### src/hdl/rate_storm_pkg.sv
// Shared constants and types for the rate limit and storm configuration bank
package rate_storm_pkg;

  // ****************************************************************
  // Register indices (byte address is four times the index)
  // ****************************************************************
  localparam logic [7:0] IDX_LIMIT_ENABLE   = 8'h33;
  localparam logic [7:0] IDX_TX_LOW_P2_P5   = 8'h34;
  localparam logic [7:0] IDX_RX_MID_P0_P3   = 8'h35;
  localparam logic [7:0] IDX_MID_MIXED      = 8'h36;
  localparam logic [7:0] IDX_TX_MID_P2_P5   = 8'h37;
  localparam logic [7:0] IDX_RX_TOP_P0_P4   = 8'h38;
  localparam logic [7:0] IDX_TOP_MIXED      = 8'h39;
  localparam logic [7:0] IDX_TX_TOP_P4_P5   = 8'h3A;
  localparam logic [7:0] IDX_STORM_CTRL     = 8'h3B;
  localparam logic [7:0] IDX_STORM_SLOW     = 8'h3C;
  localparam logic [7:0] IDX_RESERVED_A     = 8'h3D;
  localparam logic [7:0] IDX_RESERVED_B     = 8'h3E;
  localparam logic [7:0] IDX_RESERVED_C     = 8'h3F;
  localparam logic [7:0] IDX_FIRST          = IDX_LIMIT_ENABLE;
  localparam logic [7:0] IDX_LAST           = IDX_RESERVED_C;
  localparam int         NUM_REGS           = 13;

  // ****************************************************************
  // Reset values and writable bits, picked per index by reset_of and mask_of
  // ****************************************************************
  localparam logic [15:0] RST_ZERO       = 16'h0000;
  localparam logic [15:0] RST_RESERVED_A = 16'h00FF;
  localparam logic [15:0] RST_RESERVED_C = 16'h7C80;
  localparam logic [15:0] MASK_ENABLE    = 16'h1FFF;
  localparam logic [15:0] MASK_ALL       = 16'hFFFF;

  // ****************************************************************
  // Field positions
  // ****************************************************************
  localparam int BIT_NEW_BW_EN   = 12;
  localparam int BIT_STORM_DROP  = 14;
  localparam int BIT_STORM_EN    = 13;
  localparam int THRESH_W        = 13;
  localparam int RATE_FIELD_W    = 11;
  localparam int RATE_PAD_W      = 6;
  localparam int RATE_KBPS_W     = RATE_FIELD_W + RATE_PAD_W;
  localparam int NUM_PORTS       = 6;

  // ****************************************************************
  // Timing
  // ****************************************************************
  localparam int STORM_WINDOW_MS = 50;
  localparam int CLK_KHZ         = 100000;
  localparam int STORM_WINDOW_CYC = STORM_WINDOW_MS * CLK_KHZ;

  // ****************************************************************
  // Carriers
  // ****************************************************************
  typedef struct packed {
    logic                   en;
    logic [RATE_KBPS_W-1:0] kbps;
  } rate_limit_t;

  typedef struct packed {
    logic [NUM_PORTS-1:0][3:0] rx_b3_0;
    logic [1:0][3:0]           tx_b3_0_p0_p1;
  } low_bits_t;

endpackage

### src/hdl/port_rate_limit_storm_cfg.sv
// Rate limit and broadcast storm configuration bank with Avalon-MM slave
//
// Design decision made here: register access over Avalon-MM.
`timescale 1ns/1ps
module port_rate_limit_storm_cfg
  import rate_storm_pkg::*;
#(
  parameter int ADDR_W     = 10,
  parameter int WINDOW_CYC = STORM_WINDOW_CYC
)
(
  // Clock and reset
  input  wire logic                    i_ref_clk,
  input  wire logic                    i_rst,
  // Avalon-MM slave
  input  wire logic [ADDR_W-1:0]       i_avs_address,
  input  wire logic                    i_avs_read,
  input  wire logic                    i_avs_write,
  input  wire logic [31:0]             i_avs_writedata,
  input  wire logic [3:0]              i_avs_byteenable,
  output logic      [31:0]             o_avs_readdata,
  output logic                         o_avs_waitrequest,
  // Switch core status
  input  wire low_bits_t               i_low_bits,
  input  wire logic [NUM_PORTS-1:0]    i_link_10m,
  input  wire logic                    i_bcast_pkt,
  // Limiter settings
  output rate_limit_t [NUM_PORTS-1:0]  o_rx_limit,
  output rate_limit_t [NUM_PORTS-1:0]  o_tx_limit,
  output logic                         o_new_bw_en,
  // Storm protection
  output logic                         o_storm_active,
  output logic                         o_storm_drop,
  output logic                         o_storm_window_end
);

  // ****************************************************************
  // Parameter checks
  // ****************************************************************
  generate
    if (ADDR_W < 10)
    begin : g_bad_addr
      $error("address must carry the word index in bits 9:2");
    end
  endgenerate

  // ****************************************************************
  // Reset values and writable bits per word
  // ****************************************************************
  function automatic logic [15:0] reset_of(input int k);
    logic [15:0] v;
    v = RST_ZERO;
    if (8'(k) + IDX_FIRST == IDX_RESERVED_A)
      v = RST_RESERVED_A;
    else if (8'(k) + IDX_FIRST == IDX_RESERVED_C)
      v = RST_RESERVED_C;
    return v;
  endfunction

  function automatic logic [15:0] mask_of(input int k);
    logic [15:0] v;
    v = MASK_ALL;
    if (8'(k) + IDX_FIRST == IDX_LIMIT_ENABLE)
      v = MASK_ENABLE;
    return v;
  endfunction

  // ****************************************************************
  // Bus decode
  // ****************************************************************
  logic [15:0]       cfg_reg [NUM_REGS];
  logic [7:0]        idx;
  logic              hit;
  logic [15:0]       rd_word;
  logic              wr_fire;
  logic [15:0]       lane_mask;
  logic              wait_reg;
  logic [31:0]       rdata_reg;

  assign idx       = i_avs_address[9:2];
  assign lane_mask = {{8{i_avs_byteenable[1]}}, {8{i_avs_byteenable[0]}}};
  assign wr_fire   = !wait_reg && i_avs_write && hit;

  always_comb
  begin
    hit     = 1'b0;
    rd_word = 16'h0000;
    if (i_avs_address[1:0] != 2'h0)
      hit = 1'b0;
    else if (idx >= IDX_FIRST && idx <= IDX_LAST)
    begin
      hit     = 1'b1;
      rd_word = cfg_reg[4'(idx - IDX_FIRST)];
    end
  end

  // ****************************************************************
  // Bus handshake: one wait cycle, then the answer
  // ****************************************************************
  always_ff @(posedge i_ref_clk or posedge i_rst)
  begin
    if (i_rst)
      wait_reg <= 1'b1;
    else if (wait_reg && (i_avs_read || i_avs_write))
      wait_reg <= 1'b0;
    else
      wait_reg <= 1'b1;
  end

  always_ff @(posedge i_ref_clk or posedge i_rst)
  begin
    if (i_rst)
      rdata_reg <= 32'h0000_0000;
    else if (wait_reg && i_avs_read)
      rdata_reg <= {16'h0000, rd_word};
    else if (!wait_reg)
      rdata_reg <= 32'h0000_0000;
  end

  assign o_avs_waitrequest = wait_reg;
  assign o_avs_readdata    = rdata_reg;

  // ****************************************************************
  // Register words
  // ****************************************************************
  generate
    for (genvar k = 0; k < NUM_REGS; k++)
    begin : g_word
      localparam logic [15:0] RST  = reset_of(k);
      localparam logic [15:0] MASK = mask_of(k);
      always_ff @(posedge i_ref_clk or posedge i_rst)
      begin
        if (i_rst)
          cfg_reg[k] <= RST;
        else if (wr_fire && (4'(idx - IDX_FIRST) == 4'(k)))
          cfg_reg[k] <= (cfg_reg[k] & ~(lane_mask & MASK))
                      | (i_avs_writedata[15:0] & lane_mask & MASK);
      end
    end
  endgenerate

  // ****************************************************************
  // Field extraction
  // ****************************************************************
  function automatic logic [3:0] slot(input logic [7:0] i);
    return 4'(i - IDX_FIRST);
  endfunction

  logic [15:0] en_word;
  logic [15:0] tx_low_word;
  logic [15:0] rx_mid_word;
  logic [15:0] mid_mix_word;
  logic [15:0] tx_mid_word;
  logic [15:0] rx_top_word;
  logic [15:0] top_mix_word;
  logic [15:0] tx_top_word;
  logic [15:0] storm_word;
  logic [15:0] slow_word;

  assign en_word      = cfg_reg[slot(IDX_LIMIT_ENABLE)];
  assign tx_low_word  = cfg_reg[slot(IDX_TX_LOW_P2_P5)];
  assign rx_mid_word  = cfg_reg[slot(IDX_RX_MID_P0_P3)];
  assign mid_mix_word = cfg_reg[slot(IDX_MID_MIXED)];
  assign tx_mid_word  = cfg_reg[slot(IDX_TX_MID_P2_P5)];
  assign rx_top_word  = cfg_reg[slot(IDX_RX_TOP_P0_P4)];
  assign top_mix_word = cfg_reg[slot(IDX_TOP_MIXED)];
  assign tx_top_word  = cfg_reg[slot(IDX_TX_TOP_P4_P5)];
  assign storm_word   = cfg_reg[slot(IDX_STORM_CTRL)];
  assign slow_word    = cfg_reg[slot(IDX_STORM_SLOW)];

  function automatic logic [RATE_FIELD_W-1:0] tx_field(input int p, input low_bits_t lo);
    logic [RATE_FIELD_W-1:0] f;
    f = '0;
    case (p)
      5: f = {tx_top_word[5:3], tx_mid_word[15:12],
              tx_low_word[15:12]};
      4: f = {tx_top_word[2:0], tx_mid_word[11:8],
              tx_low_word[11:8]};
      3: f = {top_mix_word[14:12], tx_mid_word[7:4],
              tx_low_word[7:4]};
      2: f = {top_mix_word[11:9], tx_mid_word[3:0],
              tx_low_word[3:0]};
      1: f = {top_mix_word[8:6], mid_mix_word[15:12],
              lo.tx_b3_0_p0_p1[1]};
      default: f = {top_mix_word[5:3], mid_mix_word[11:8],
                    lo.tx_b3_0_p0_p1[0]};
    endcase
    return f;
  endfunction

  function automatic logic [RATE_FIELD_W-1:0] rx_field(input int p, input low_bits_t lo);
    logic [6:0] f;
    f = '0;
    case (p)
      5: f = {top_mix_word[2:0], mid_mix_word[7:4]};
      4: f = {rx_top_word[14:12], mid_mix_word[3:0]};
      3: f = {rx_top_word[11:9], rx_mid_word[15:12]};
      2: f = {rx_top_word[8:6], rx_mid_word[11:8]};
      1: f = {rx_top_word[5:3], rx_mid_word[7:4]};
      default: f = {rx_top_word[2:0], rx_mid_word[3:0]};
    endcase
    return {f, lo.rx_b3_0[p]};
  endfunction

  // Position of each limiter enable in the enable word
  function automatic int rx_en_bit(input int p);
    int b;
    b = 0;
    case (p)
      0: b = 0;
      1: b = 2;
      2: b = 4;
      3: b = 6;
      4: b = 7;
      default: b = 8;
    endcase
    return b;
  endfunction

  function automatic int tx_en_bit(input int p);
    int b;
    b = 1;
    case (p)
      0: b = 1;
      1: b = 3;
      2: b = 5;
      3: b = 9;
      4: b = 10;
      default: b = 11;
    endcase
    return b;
  endfunction

  // ****************************************************************
  // Limiter outputs
  // ****************************************************************
  generate
    for (genvar p = 0; p < NUM_PORTS; p++)
    begin : g_port
      always_ff @(posedge i_ref_clk or posedge i_rst)
      begin
        if (i_rst)
        begin
          o_rx_limit[p] <= '0;
          o_tx_limit[p] <= '0;
        end
        else
        begin
          o_rx_limit[p].en   <= en_word[rx_en_bit(p)];
          o_tx_limit[p].en   <= en_word[tx_en_bit(p)];
          o_rx_limit[p].kbps <= {rx_field(p, i_low_bits), 6'h00};
          o_tx_limit[p].kbps <= {tx_field(p, i_low_bits), 6'h00};
        end
      end
    end
  endgenerate

  always_ff @(posedge i_ref_clk or posedge i_rst)
  begin
    if (i_rst)
      o_new_bw_en <= 1'b0;
    else
      o_new_bw_en <= en_word[BIT_NEW_BW_EN];
  end

  // ****************************************************************
  // Storm protection
  // ****************************************************************
  logic [THRESH_W-1:0] thresh_sel;

  always_comb
  begin
    if (|i_link_10m)
      thresh_sel = slow_word[THRESH_W-1:0];
    else
      thresh_sel = storm_word[THRESH_W-1:0];
  end

  storm_window_monitor #(
    .WINDOW_CYC (WINDOW_CYC)
  ) u_storm (
    .i_ref_clk    (i_ref_clk),
    .i_rst        (i_rst),
    .i_storm_en   (storm_word[BIT_STORM_EN]),
    .i_drop_en    (storm_word[BIT_STORM_DROP]),
    .i_thresh     (thresh_sel),
    .i_bcast_pkt  (i_bcast_pkt),
    .o_storm      (o_storm_active),
    .o_drop       (o_storm_drop),
    .o_window_end (o_storm_window_end)
  );

endmodule

### src/hdl/storm_window_monitor.sv
// Broadcast storm detector over fixed measurement windows
`timescale 1ns/1ps
module storm_window_monitor
  import rate_storm_pkg::*;
#(
  parameter int WINDOW_CYC = STORM_WINDOW_CYC
)
(
  // Clock and reset
  input  wire logic                i_ref_clk,
  input  wire logic                i_rst,
  // Control
  input  wire logic                i_storm_en,
  input  wire logic                i_drop_en,
  input  wire logic [THRESH_W-1:0] i_thresh,
  // Events
  input  wire logic                i_bcast_pkt,
  // Status
  output logic                     o_storm,
  output logic                     o_drop,
  output logic                     o_window_end
);

  localparam int CNT_W = $clog2(WINDOW_CYC);

  logic [CNT_W-1:0]  timer_reg;
  logic [THRESH_W:0] pkt_cnt_reg;
  logic [THRESH_W:0] pkt_cnt_next;
  logic              win_end;

  generate
    if (WINDOW_CYC < 2)
    begin : g_bad_window
      $error("storm window must be at least two cycles");
    end
  endgenerate

  // ****************************************************************
  // Free-running window timer
  // ****************************************************************
  assign win_end = (timer_reg == CNT_W'(WINDOW_CYC - 1));

  always_ff @(posedge i_ref_clk or posedge i_rst)
  begin
    if (i_rst)
      timer_reg <= '0;
    else if (win_end)
      timer_reg <= '0;
    else
      timer_reg <= timer_reg + 1'b1;
  end

  // ****************************************************************
  // Saturating packet count within the window
  // ****************************************************************
  always_comb
  begin
    pkt_cnt_next = pkt_cnt_reg;
    if (i_bcast_pkt && !(&pkt_cnt_reg))
      pkt_cnt_next = pkt_cnt_reg + 1'b1;
  end

  always_ff @(posedge i_ref_clk or posedge i_rst)
  begin
    if (i_rst)
      pkt_cnt_reg <= '0;
    else if (win_end)
      pkt_cnt_reg <= '0;
    else
      pkt_cnt_reg <= pkt_cnt_next;
  end

  // ****************************************************************
  // Storming period and drop decision
  // ****************************************************************
  always_ff @(posedge i_ref_clk or posedge i_rst)
  begin
    if (i_rst)
    begin
      o_storm <= 1'b0;
      o_drop  <= 1'b0;
    end
    else if (win_end || !i_storm_en)
    begin
      o_storm <= 1'b0;
      o_drop  <= 1'b0;
    end
    else if (pkt_cnt_next > {1'b0, i_thresh})
    begin
      o_storm <= 1'b1;
      o_drop  <= i_drop_en;
    end
    else
      o_drop  <= o_storm & i_drop_en;
  end

  always_ff @(posedge i_ref_clk or posedge i_rst)
  begin
    if (i_rst)
      o_window_end <= 1'b0;
    else
      o_window_end <= win_end;
  end

endmodule

### config.mk
export PLATFORM = sky130hd
export DESIGN_NAME = port_rate_limit_storm_cfg
export DESIGN_NICKNAME = d
export VERILOG_FILES = /design/src/hdl/rate_storm_pkg.sv /design/src/hdl/port_rate_limit_storm_cfg.sv /design/src/hdl/storm_window_monitor.sv
export SDC_FILE = /design/constraint.sdc
export NUM_CORES = 1
export LEC_CHECK = 0
export ABC_AREA = 1
export BUFFER_PORTS_ARGS = -buffer_cell sky130_fd_sc_hd__buf_2
export CAP_MARGIN = 20
export CORE_MARGIN = 5
export CORE_UTILIZATION = 40
export DETAILED_ROUTE_END_ITERATION = 8
export HOLD_SLACK_MARGIN = 0.1
export PLACE_DENSITY = 0.67
export SLEW_MARGIN = 20
export SYNTH_ARGS = -nofsm -noshare
export SYNTH_HDL_FRONTEND = slang
export SYNTH_SLANG_ARGS = --single-unit
### constraint.sdc
create_clock -name i_ref_clk -period 18.7 [get_ports i_ref_clk]
set_input_delay 3.74 -clock i_ref_clk [delete_from_list [all_inputs] [get_ports i_ref_clk]]
set_output_delay 3.74 -clock i_ref_clk [all_outputs]
set_load 0.1 [all_outputs]
---- After elaboration in Yosys (flattened, before gate mapping) ----
Cells that the tools add are included.
word-level totals
  bits in registers ....................... 426
  input bits .............................. 89
  output and inout port bits .............. 253
  logic and storage cells ................. 144
operators by class
  $add $sub $neg .......................... 3
  $lt $le $gt $ge ......................... 4
  equality and inequality tests ........... 14
  multiplexer cells ....................... 18
  bitwise logic cells ..................... 31
  reduce and logical (&&, ||, !) cells .... 29
operators by type and width
  cell                     number
  $and A16 B16 Y16         14
  $or A16 B16 Y16          12
  $bmux W16 S4             1
  $mux W16                 4
  $mux W32                 2
  $mux W14                 2
  $add A23 B1 Y23 const B  1
  $eq A23 B23 Y1 const B   1
  $mux W23                 1
  $eq A4 B4 Y1 const B     5
  $logic_and A1 B1 Y1      19
  $eq A4 B3 Y1 const B     4
  $not A13 Y16             1
  $not A16 Y16             1
  $or A16 B13 Y16          1
  $add A14 B1 Y14 const B  1
  $gt A14 B13 Y1           1
  $reduce_and A14 Y1       1
  $mux W13                 1
  $eq A4 B2 Y1 const B     2
  $ge A8 B6 Y1 const B     1
  $le A8 B6 Y1 const B     1
  $mux W1                  7
  $reduce_or A6 Y1         1
  other kinds (10)         14

---- Depth between registers and ports, before layout ----
  word-level depth ........................ 8
  depth in mapped cells ................... 22

---- Cells and area by module ----
Synthesis repeated with hierarchy kept, for this count alone.
unflattened totals
  cells, all modules ...................... 2257
  area, all modules ....................... 18675.4 um^2
modules (own cells, without submodules)
  module                     times used  cells an instance  area an instance (um^2)  sequential area each (um^2)
  port_rate_limit_storm_cfg  1           1895               16017.9                  9202.6
  storm_window_monitor       1           362                2657.5                   1001.0

---- Least setup slack after synthesis ----
OpenSTA, ideal clock, no wires.
  path type ............................... in2reg
  from .................................... input i_avs_address[2]
  to ...................................... register rdata_reg[12] (netlist: o_avs_readdata[12])
  setup time .............................. 120 ps
  arrival time ............................ 5669 ps
  required time ........................... 18580 ps
  setup slack ............................. 12912 ps
  stages on the path ...................... 14
  buffers on the path ..................... 4
  path through ............................ buf_6 -> inv_2 -> clkbuf_1 -> ha_1 -> buf_2 -> nor2_1 -> clkinv_1 -> clkbuf_1 -> o22ai_1 -> nor2_1 -> nor2_1 -> nor2_1 -> nand4_1 -> nand2_1
between the ends
  longest elaborated chain between the ends .. 8
  elaborated cells between the ends (all ways) .. 11
  classes of those cells .................. add/sub: 1; order compare: 2; mux: 6; bitwise: 1; reduce/logical: 1
RTL lines
  item                                         RTL line                          text
  start: declaration                           port_rate_limit_storm_cfg.sv:16   input wire logic [ADDR_W-1:0] i_avs_address,
  $sub A4 B2 Y4                                port_rate_limit_storm_cfg.sv:93   rd_word = cfg_reg[4'(idx - IDX_FIRST)];
  $not A4 Y5 (implied by the code)             port_rate_limit_storm_cfg.sv:93
  $bmux W16 S4                                 port_rate_limit_storm_cfg.sv:93
  $mux W16 (implied by the code) (2 in a row)  port_rate_limit_storm_cfg.sv:93
  $mux W16 (*)                                 port_rate_limit_storm_cfg.sv:90   else if (idx >= IDX_FIRST && idx <= IDX_LAST)
  $mux W16 (*)                                 port_rate_limit_storm_cfg.sv:88   if (i_avs_address[1:0] != 2'h0)
  $mux W32 (*)                                 port_rate_limit_storm_cfg.sv:114  else if (wait_reg && i_avs_read)
  end signal: assignment                       port_rate_limit_storm_cfg.sv:115  rdata_reg <= {16'h0000, rd_word};
  end: declaration                             port_rate_limit_storm_cfg.sv:78   logic [31:0] rdata_reg;
Mark *: on every way between the ends. The rest lies on a longest branch, timed or not. The select of a mux whose other input is x is not followed.
A chain may end at the register's enable or synchronous reset.

---- Worst setup path after layout ----
  from .................................... input i_avs_address[3]
  to ...................................... register rdata_reg[8] (netlist: o_avs_readdata[8])
Same word-level chain as after synthesis.

==> summary.txt <==
Synth
  • Synth Area per Inst: slightly above 9 µm²
  • Yosys warnings: 0
  • Dominant cells by area after synthesis: dfrtp_1 55%, nand2_1 14%, nand3_1 7.2%, buf_4 4.0%, nor2_1 2.5%
  • Seq/Total Area, Yosys: roughly 57%
  • Synth cell types: 41
  • Synthesized cell area: roughly 0.018 mm²
  • Post-Synthesis Cells: roughly 2k
  • Post-synth top area share: 54.99%
  • Yosys reg bits: slightly above 400
  • Dominant synthesized flop cell: dfrtp_1
  • Synth area leader: dfrtp_1
  • Number of synthesized flops with an enable pin: 0
  • Share of flip-flops with an asynchronous set or reset: 100.0%

Placed design
  • Placed inst area: around 0.019 mm²
  • Place WS: about 11 ns
  • Placer congestion estimate: between 0.8 and 0.9
  • Post-DP HPWL: 33840 µm
  • Port Buffer Count: between 200 and 250
  • Post-placement cell count: about 2.7k

Worst setup path
  • Worst EP arrival: 7.28 ns
  • Reg2reg path depth: 21
  • Flop2flop setup slack: around 15 ns
  • Critical path type: input pin to flip-flop
  • Startpoint types: input pin
  • CP Max Fanout: 43
  • Endpoint type of the worst setup path: flip-flop
  • Worst endpoint required time: 19.20 ns

Floorplan
  • Row count: 77
  • CORE AREA: approximately 0.044 mm²
  • Die Wd: about 220 µm
  • Starting Density: between 40% and 50%
  • Chip height: between 200 and 250 µm
  • Io pins: around 340
  • Die area: approximately 0.049 mm²

Clock tree
  • CTS buffer count: 43
  • Root Driver: clkbuf_16
  • Post CTS Setup Buffer Count: 0
  • Htree depth: 2
  • Worst-Skew Late Latency: 0.58 ns
  • CTS tree: built
  • Cts hold-fix bufs: 0
  • Clock Path Buffers: 3
  • Post-CTS sizing: 0
  • Clock sink total: ~410
  • Clock-pin slew on the worst setup and hold paths: 0.06 ns

Detailed routing
  • ANT nets after route: 0
  • Routed WL: slightly above 50000 µm
  • Initial DRC count: around 1.5k
  • Via count: around 14k
  • Via-per-instance ratio: ~5
  • Initial DRT Pass Iterations: 5
  • DRC: 0
  • Wire length per cell after detailed routing: approximately 18 µm

Power
  • PD cells: between 100 and 150 mW/mm²
  • Switching component of the power: about 640 µW
  • Worst vdd ir: just over 0.06 mV
  • Design Power: 2.197 mW
  • Comb power frac: between 10% and 20%
  • Clk network pwr share: ~44%
  • Sequential Power Share: about two fifths
  • Switching Share: about 29%
  • Leakage power: about 11 nW
  • Int Pwr: between 1.5 and 2 mW

STA
  • Fmax: between 100 and 150 MHz
  • Fin. max-slew vios: 0
  • Worst slew pin tran: 0.9830 ns
  • Rel. slew slack: between 30% and 40%
  • Final setup viols: 0
  • RSZ-0062 raised after global routing: no
  • Final hold vios: 0
  • Setup_tns: 0 ns
  • Final setup margin: approximately 12 ns
  • Tmin final: 6.777 ns
  • Clock skew: about 0.026 ns
  • Fin crit share: 36.24%
  • Hold Slack: about 0.40 ns

Global route
  • Pin count of the biggest net entering global routing: between 100 and 150
  • GRT Resource Usage Total: around a fifth
  • Number of global-route vias before repair: ~14k
  • Initial antenna violation count: 1
  • GRT Residual Overflow: 0
  • First-pass GRT wire length: a little under 80000 µm

Cells and area
  • Non-filler cells, final: 2794
  • Synth-to-Final Area Change: 16.34%
  • Post-layout util: ~47%
  • Area of the multi-input gates: 0.006586 mm²
  • Final #Nets: roughly 2.3k
  • Commonest cells after routing, fill and taps aside: 653 x nand2_1, 392 x dfrtp_1, 257 x nand3_1
  • Commonest non-fill, non-tap cell in the layout: nand2_1
  • Fin area: 0.02075 mm²
  • Layout cells sized above 1: 17.76%
  • Filler cell count in the final layout: roughly 4.2k
  • Register Area: between 0.01 and 0.015 mm²

Min path
  • Min-Delay Path Depth: 0
  • HP Class: flip-flop to flip-flop

Flow run
  • # Max-Cap Violations: 0

Outcome
  • Status: finished clean
==> cells by family after synthesis <==
| kind of cell | count (synthesis) | synth area share [%] |
|---|---|---|
| muxes | 13 | 0.7366 |
| xor gates and xnor gates | 25 | 1.270 |
| DFF | 407 | 57.20 |
| buffers and inverters | 248 | 7.737 |
| AOI/OAI and AO/OA | 147 | 4.651 |
| adders and majority gates | 20 | 1.403 |
| and+or+nand+nor | 1104 | 26.98 |
| other | 1 | 0.02102 |
==> worst max-delay path, stage by stage <==
cell and delay (ns):
buf_2 0.18, inv_1 0.09, ha_1 0.84, buf_4 0.41, inv_1 0.42, nand2_1 0.21, buf_4 0.51, o22ai_1 0.20
nor2_1 0.14, nor2_1 0.05, nor2_1 0.11, nand2_1 0.12, o21ai_0 0.18
==> cells in the mapped netlist, types with 2 or more instances <==
library cell / n
buf_4: 94
o211ai_1: 2
o221ai_1: 11
clkinv_1: 2
nor3_1: 12
inv_1: 59
nand2_2: 12
nor2_2: 2
clkbuf_1: 53
buf_2: 11
nor2_8: 6
nand4_2: 5
buf_6: 11
a21oi_1: 70
nand4_1: 17
or2_2: 2
dfstp_2: 15
buf_1: 11
nand2_1: 653
xnor2_1: 6
ha_1: 20
nand2_4: 5
dfrtp_1: 392
nor4_1: 4
nor2_1: 120
nand3b_1: 2
nor2_4: 5
o21ai_0: 29
mux2i_1: 12
o22ai_1: 32
nand3_1: 257
inv_2: 7
xor2_1: 18
==> final cells by class <==
class                      count  share of cell area [%]
clock buffer                  55                   5.837
multi-input combinational   1397                   31.74
antenna                        1                 0.01206
inverter                      68                   1.266
clock inverter                25                   2.171
sequential                   407                   49.17
timing repair buffer         249                   6.235
tap                          592                   3.569
==> power groups by stage <==
| stage | clock network (mW) | logic [mW] | registers, mW |
|---|---|---|---|
| 6_report | 0.973 | 0.309 | 0.915 |
| 5_1_grt | 1.02 | 0.334 | 0.917 |
| 4_1_cts | 0.991 | 0.308 | 0.915 |
| 3_5_place_dp | 0 | 0.307 | 0.930 |
| 3_3_place_gp | 0 | 0.304 | 0.930 |
| 2_1_floorplan | 0 | 0.224 | 0.962 |
==> final timing paths <==
path | start | end
max | i_avs_address[3] | o_avs_readdata[8]
min | flip-flop | o_rx_limit[105]
max reg2reg | u_storm.pkt_cnt_reg[0] | u_storm.o_drop
min reg2reg | flip-flop | o_rx_limit[105]
max in group asynchronous | i_rst | o_rx_limit[47]
min in group asynchronous | i_rst | asynchronous set/reset pin
==> per-layer routing <==
| layer | up-vias | global-route usage (%) | part of all wire, % |
|---|---|---|---|
| met2 | 676 | 30.69 | 46 |
| li1 | 6620 | - | - |
| met5 | - | 0 | 0 |
| met4 | 0 | 6.022 | 2.4 |
| met3 | 89 | 4.188 | 8.7 |
| met1 | 6905 | 28.50 | 43 |
(Power assumes the default switching activity.)
